File: config.mk
export PLATFORM = sky130hd
export DESIGN_NAME = ccr_top
export DESIGN_NICKNAME = d
export VERILOG_FILES = /design/src/logic/ccr_pkg.sv /design/src/logic/ccr_sync_latch.sv /design/src/logic/ccr_top.sv
export SDC_FILE = /design/constraint.sdc
export NUM_CORES = 1
export LEC_CHECK = 0
export ABC_AREA = 0
export BUFFER_PORTS_ARGS = -buffer_cell sky130_fd_sc_hd__buf_4
export CORE_AREA = 5 5 69 46
export DETAILED_ROUTE_END_ITERATION = 12
export DIE_AREA = 0 0 74 51
export SYNTH_ARGS = -nofsm -noshare
export SYNTH_HDL_FRONTEND = slang
export SYNTH_HIERARCHICAL = 1
export SYNTH_SLANG_ARGS = --single-unit
File: constraint.sdc
create_clock -name clk_sys_i -period 0.96 [get_ports clk_sys_i]
set_input_delay 0.048 -clock clk_sys_i [delete_from_list [all_inputs] [get_ports clk_sys_i]]
set_output_delay 0.048 -clock clk_sys_i [all_outputs]
set_load 0.005 [all_outputs]
File: src/logic/ccr_pkg.sv
package ccr_pkg;
    // Register map
    localparam logic [3:0] CCR_ADDR_CTRL = 4'h0;
    localparam logic [3:0] CCR_ADDR_STAT = 4'h1;
    localparam int CCR_AW = 4;

    // Control/status field positions
    localparam int CCR_BIT_ENABLE = 7;
    localparam int CCR_BIT_RESULT = 6;
    localparam int CCR_BIT_INVERT = 4;
    localparam int CCR_BIT_SPEED = 2;
    localparam int CCR_BIT_HYST = 1;
    localparam int CCR_BIT_SYNC = 0;

    // Reset values
    localparam logic CCR_RST_ENABLE = 1'h0;
    localparam logic CCR_RST_INVERT = 1'h0;
    localparam logic CCR_RST_SPEED = 1'h1;
    localparam logic CCR_RST_HYST = 1'h0;
    localparam logic CCR_RST_SYNC = 1'h0;
    localparam logic [7:0] CCR_RST_RDATA = 8'h00;

    // Writable settings
    typedef struct packed {
        logic comparator_enable;
        logic output_invert;
        logic speed_power_select;
        logic hysteresis_enable;
        logic timer_sync_enable;
    } ccr_ctrl_t;

    // Controls sent to the analog core
    typedef struct packed {
        logic enable;
        logic inputs_enable;
        logic hysteresis;
        logic speed_power;
    } ccr_analog_t;
endpackage

File: src/logic/ccr_sync_latch.sv
`timescale 1ns/1ps
module ccr_sync_latch
    import ccr_pkg::*;
(
    input wire logic clk_sys_i,
    input wire logic rst_i,
    input wire logic ce_i,
    input wire logic timer_clk_i,
    input wire logic sync_en_i,
    input wire logic data_i,
    output logic data_o
);
    logic t1_prev;
    logic held;

    // Timer clock sampled as a level; falling edge found from prior sample
    always_ff @(posedge clk_sys_i or posedge rst_i) begin
        if (rst_i) begin
            t1_prev <= 1'h0;
        end else if (ce_i) begin
            t1_prev <= timer_clk_i;
        end
    end

    // Capture on each timer falling edge
    always_ff @(posedge clk_sys_i or posedge rst_i) begin
        if (rst_i) begin
            held <= 1'h0;
        end else if (ce_i && t1_prev && !timer_clk_i) begin
            held <= data_i;
        end
    end

    // Select latched or direct path
    always_ff @(posedge clk_sys_i or posedge rst_i) begin
        if (rst_i) begin
            data_o <= 1'h0;
        end else if (ce_i) begin
            data_o <= sync_en_i ? held : data_i;
        end
    end
endmodule

File: src/logic/ccr_top.sv
`timescale 1ns/1ps
// Contract
// - Output invert is a read/write bit at position 4, cleared by reset.
// - With invert set the raw result is inverted before any consumer, else it passes.
// - Read-only bit 6 reports the processed result, high when positive input is above with invert clear.
// - Hysteresis enable at bit 1 resets to zero and drives the analog hysteresis control.
// - The enable bit switches the comparator on; clearing it also disables all inputs.
// - With sync set the result is latched on each timer clock falling edge, else unlatched.
module ccr_top
    import ccr_pkg::*;
(
    input wire logic clk_sys_i,
    input wire logic rst_i,
    input wire logic ce_i,
    input wire logic [CCR_AW-1:0] addr_i,
    input wire logic [7:0] wdata_i,
    input wire logic wr_i,
    input wire logic rd_i,
    output logic [7:0] rdata_o,
    input wire logic raw_compare_i,
    input wire logic timer_clk_i,
    output logic enable_o,
    output logic inputs_enable_o,
    output logic hysteresis_o,
    output logic speed_power_o,
    output logic result_o
);
    ccr_ctrl_t ctrl;
    ccr_analog_t analog;
    logic polarized;
    logic processed;
    logic processed_q;

    function automatic logic [7:0] ccr_pack(input ccr_ctrl_t c, input logic res);
        logic [7:0] v;
        v = 8'h00;
        v[CCR_BIT_ENABLE] = c.comparator_enable;
        v[CCR_BIT_RESULT] = res;
        v[CCR_BIT_INVERT] = c.output_invert;
        v[CCR_BIT_SPEED] = c.speed_power_select;
        v[CCR_BIT_HYST] = c.hysteresis_enable;
        v[CCR_BIT_SYNC] = c.timer_sync_enable;
        return v;
    endfunction

    // Settings register; bits 6, 5, 3 are not stored so writes to them vanish
    always_ff @(posedge clk_sys_i or posedge rst_i) begin
        if (rst_i) begin
            ctrl.comparator_enable <= CCR_RST_ENABLE;
            ctrl.output_invert <= CCR_RST_INVERT;
            ctrl.speed_power_select <= CCR_RST_SPEED;
            ctrl.hysteresis_enable <= CCR_RST_HYST;
            ctrl.timer_sync_enable <= CCR_RST_SYNC;
        end else if (ce_i && wr_i && addr_i == CCR_ADDR_CTRL) begin
            ctrl.comparator_enable <= wdata_i[CCR_BIT_ENABLE];
            ctrl.output_invert <= wdata_i[CCR_BIT_INVERT];
            ctrl.speed_power_select <= wdata_i[CCR_BIT_SPEED];
            ctrl.hysteresis_enable <= wdata_i[CCR_BIT_HYST];
            ctrl.timer_sync_enable <= wdata_i[CCR_BIT_SYNC];
        end
    end

    // Polarity applied ahead of every consumer
    assign polarized = raw_compare_i ^ ctrl.output_invert;

    ccr_sync_latch u_sync (
        .clk_sys_i(clk_sys_i),
        .rst_i(rst_i),
        .ce_i(ce_i),
        .timer_clk_i(timer_clk_i),
        .sync_en_i(ctrl.timer_sync_enable),
        .data_i(polarized),
        .data_o(processed)
    );

    // Analog controls; inputs follow enable so a disabled core draws nothing
    always_comb begin
        analog.enable = ctrl.comparator_enable;
        analog.inputs_enable = ctrl.comparator_enable;
        analog.hysteresis = ctrl.hysteresis_enable;
        analog.speed_power = ctrl.speed_power_select;
    end

    // Registered outputs toward analog core and consumers
    always_ff @(posedge clk_sys_i or posedge rst_i) begin
        if (rst_i) begin
            enable_o <= CCR_RST_ENABLE;
            inputs_enable_o <= CCR_RST_ENABLE;
            hysteresis_o <= CCR_RST_HYST;
            speed_power_o <= CCR_RST_SPEED;
            processed_q <= 1'h0;
        end else if (ce_i) begin
            enable_o <= analog.enable;
            inputs_enable_o <= analog.inputs_enable;
            hysteresis_o <= analog.hysteresis;
            speed_power_o <= analog.speed_power;
            processed_q <= processed;
        end
    end

    assign result_o = processed_q;

    // Read port; status alias gives result alone, unmapped reads zero
    always_ff @(posedge clk_sys_i or posedge rst_i) begin
        if (rst_i) begin
            rdata_o <= CCR_RST_RDATA;
        end else if (ce_i) begin
            if (rd_i && addr_i == CCR_ADDR_CTRL) begin
                rdata_o <= ccr_pack(ctrl, processed);
            end else if (rd_i && addr_i == CCR_ADDR_STAT) begin
                rdata_o <= {7'h00, processed};
            end else begin
                rdata_o <= CCR_RST_RDATA;
            end
        end
    end
endmodule

==> impl_metrics.py <==
metrics = {
    "cells_and_area": {
        "final_cells": 136,
        "num-nets-final": 124,
        "drive_gt1_share_pct": 46.15,
        "final-seq-area_um2": 452.9,
        "nFillCells": 220,
        "layout-area-overhead-vs-synth_pct": 38.07,
        "n_antenna_cell": 0,
        "multiInputGateArea_um2": 289.0,
    },
    "die": {
        "fp-row-count": 14,
        "initial_core_util_pct": 33.61,
        "die_x_um": 74,
        "ios": 32,
        "core_region_area_mm2": 0.002435,
        "die_h_um": 51,
        "dieArea_mm2": 0.003774,
    },
    "sta": {
        "setup_slack_ps": 21.48,
        "hold_ws_ps": 24.37,
        "drv_slew": 0,
        "max_freq_mhz": 1066,
        "timing.final.crit_share_pct": 97.76,
        "rsz0062_at_grt": "true",
        "finalSetupViolCount": 0,
        "finalCriticalPeriod_ps": 938.5,
        "fin_skew_ps": 5.162,
        "hold_viol": 0,
    },
    "drt": {
        "vias": 585,
        "wl_mm": 1.800,
        "drt_iter0_drc": 12,
        "ant_nets": 0,
        "dr.pass1.iters": 6,
        "drc": 0,
        "wire_per_inst_um": 13.24,
        "vias_per_cell": 4.301,
    },
    "grt": {
        "grt_use_total_pct": 10.29,
        "first_global_vias": 575,
        "antenna_found_initial": 0,
        "grt_max_degree": 19,
        "grt-ovfl-total": 0,
        "grt_pass1_wl_mm": 2.780,
    },
    "pwr": {
        "switching_share_pct": 24.50,
        "p_leak_nw": 0.5505,
        "internal_power_mw": 1.443,
        "power_mw": 1.911,
        "switching_power_uw": 468.1,
        "power_density_mw_per_mm2": 1691,
        "comb_power_share_pct": 22.2,
        "ir_worst_vdd_mv": 0.8594,
        "clkPwrFrac_pct": 28.0,
        "seq_power_share_pct": 49.8,
    },
    "critical_path": {
        "crit_arrival_ps": 1080,
        "cp.required_ps": 1100,
        "reg2regPathDepth": 2,
        "end_kind": "register",
        "ff2ff_setup_slack_ps": 20,
        "start_kind": "register",
        "path_class": "reg2reg",
        "cp_max_fo": 2,
        "reg2reg_from": "ctrl[3]",
        "r2r-end": "u_sync/held",
    },
    "synth": {
        "synth.largest_area_cell": "dfrtp_1",
        "synth_cells": 71,
        "yosysSeqAreaShare_pct": 55.35,
        "async_flop_share_pct": 100.0,
        "avgSynthCellArea_um2": 11.53,
        "synth.area.top_cells": "dfrtp_1, mux2_4, dfstp_2",
        "ys_top_cells_by_count": "dfrtp_1, inv_1, mux2_4, nand2_1, o21ai_0",
        "synth_warnings": 6,
        "yosysUniqueCellTypes": 22,
        "synth_edf_count": 0,
        "synth_top_area_share_pct": 48.93,
        "synthFlopType": "dfrtp_1",
        "synth-seq-cells": 18,
        "yosys.cell_count.top_type": "dfrtp_1",
        "syn_area_um2": 818.3,
    },
    "run_status": {
        "run_status": "complete, no violations",
    },
    "placement": {
        "placed_cells": 131,
        "place_ws_ps": -223.5,
        "hpwl_mm": 1.383,
        "place.gp.congestion": 0.7562,
        "io_buffers": 26,
    },
    "run": {
        "maxCapViolCount": 0,
    },
    "clocking": {
        "clock_sinks": 18,
        "clock_latency_ps": 260,
        "cts.htree.levels": 1,
        "cts_buffers": 3,
        "cts_root_buffer": "clkbuf_8",
        "tritoncts": "yes",
        "cts_max_path_buffers": 2,
        "path_clk_slew_ps": 60,
    },
    "hold_path": {
        "hp-class": "in2reg",
        "hold_path_end": "analog[2]",
        "hold_depth": 2,
        "min-delay-start": "wdata_i[7]",
    },
}
[through the flow]
step	util [%]	TNS, ps	area, µm²
after floorplan	-	-46.66	828.3
after global placement	43.83	-987.5	1067
after detailed placement	43.83	-1070	1067
after CTS	46.09	0	1122
after global routing	46.40	-11.69	1130
final	46.40	0	1130
[worst max-delay path by stage]
stage / startpoint / endpoint / slack (ps) / depth (start not counted)
floorplan: addr_i[3] / analog[1] / -10 / 4
global placement: addr_i[3] / ctrl[3] / -210 / 5
detailed placement: addr_i[3] / ctrl[3] / -220 / 5
CTS: ctrl[3] / u_sync/held / 6 / 2
global route: ctrl[3] / u_sync/held / -10 / 2
finish: ctrl[3] / u_sync/held / 20 / 2
[critical path, stage by stage, from the launching register on]
cell,delay (ps)
dfrtp_1,400
xor2_2,160
mux2_4,260
[routing by layer]
metal	up-vias	wire length [µm]	share of wire (%)	global-route usage, %
met5	-	0	0	0
met4	0	25	1.4	4.518
met3	4	135	7.5	4.697
met2	22	726	40	12.79
met1	264	912	51	14.91
li1	295	-	-	-
[power groups by stage]
| stage | sequential (mW) | combinational (mW) | clock [mW] |
|---|---|---|---|
| after global placement | 0.958 | 0.411 | 0 |
| after detailed placement | 0.961 | 0.419 | 0 |
| after global routing | 0.965 | 0.465 | 0.598 |
| after floorplan | 0.952 | 0.219 | 0 |
| after CTS | 0.947 | 0.426 | 0.565 |
| final | 0.951 | 0.424 | 0.536 |
[timing repair]
action / in CTS / in global routing
buffers inserted: 0 / 0
hold endpoints to repair: 16 / 0
hold buffers: 1 / 0
gates resized for setup: 0 / 2
setup endpoints to repair: 0 / 3
[cells by family (layout without fill, tap and decap cells)]
kind of cell           count (synthesis)  after routing  share of synthesized area [%]
multiplexers                           9              9                          14.99
buffers and inverters                 18             50                          11.47
other                                  1              2                         0.4583
AND/OR/NAND/NOR                       13             13                          8.867
XOR/XNOR                               1              1                          1.071
AO/OA/AOI/OAI                         11             11                          7.797
flip-flops                            18             18                          55.35
[registers in the layout (all words and copies together), names as in the netlist]
register and flops:
speed_power_o 1, u_sync/t1_prev 1, inputs_enable_o 1, ctrl 2, u_sync/data_o 1, result_o 1, u_sync/held 1, hysteresis_o 1
analog 3, rdata_o 6
[layout by cell type, fill, tap and decap left out]
cell type	synthesis	final
inv_1	12	12
mux2i_1	1	1
nor3_4	0	1
nor2_1	1	1
o32ai_1	1	1
buf_4	3	33
nand3b_1	2	2
conb_1	1	2
xor2_2	0	1
dfstp_2	2	2
o21ai_1	0	1
dlygate4sd3_1	0	1
mux2_2	2	2
clkbuf_8	0	3
o21ai_0	5	4
and4b_1	1	1
a21oi_1	1	1
mux2_4	6	6
dfrtp_1	16	16
o22ai_1	4	4
nand4_1	1	1
nor3_1	1	1
nand2_1	6	6
clkbuf_1	1	1
[area by class of cell]
type	instances	area share, %
flip-flops and latches	18	40.09
inverters	12	3.987
multi-input cells	36	25.58
well taps	32	3.544
repair buffers	34	22.81
clock buffers	4	3.987
No activity file was read; power rests on OpenSTA's default activity.
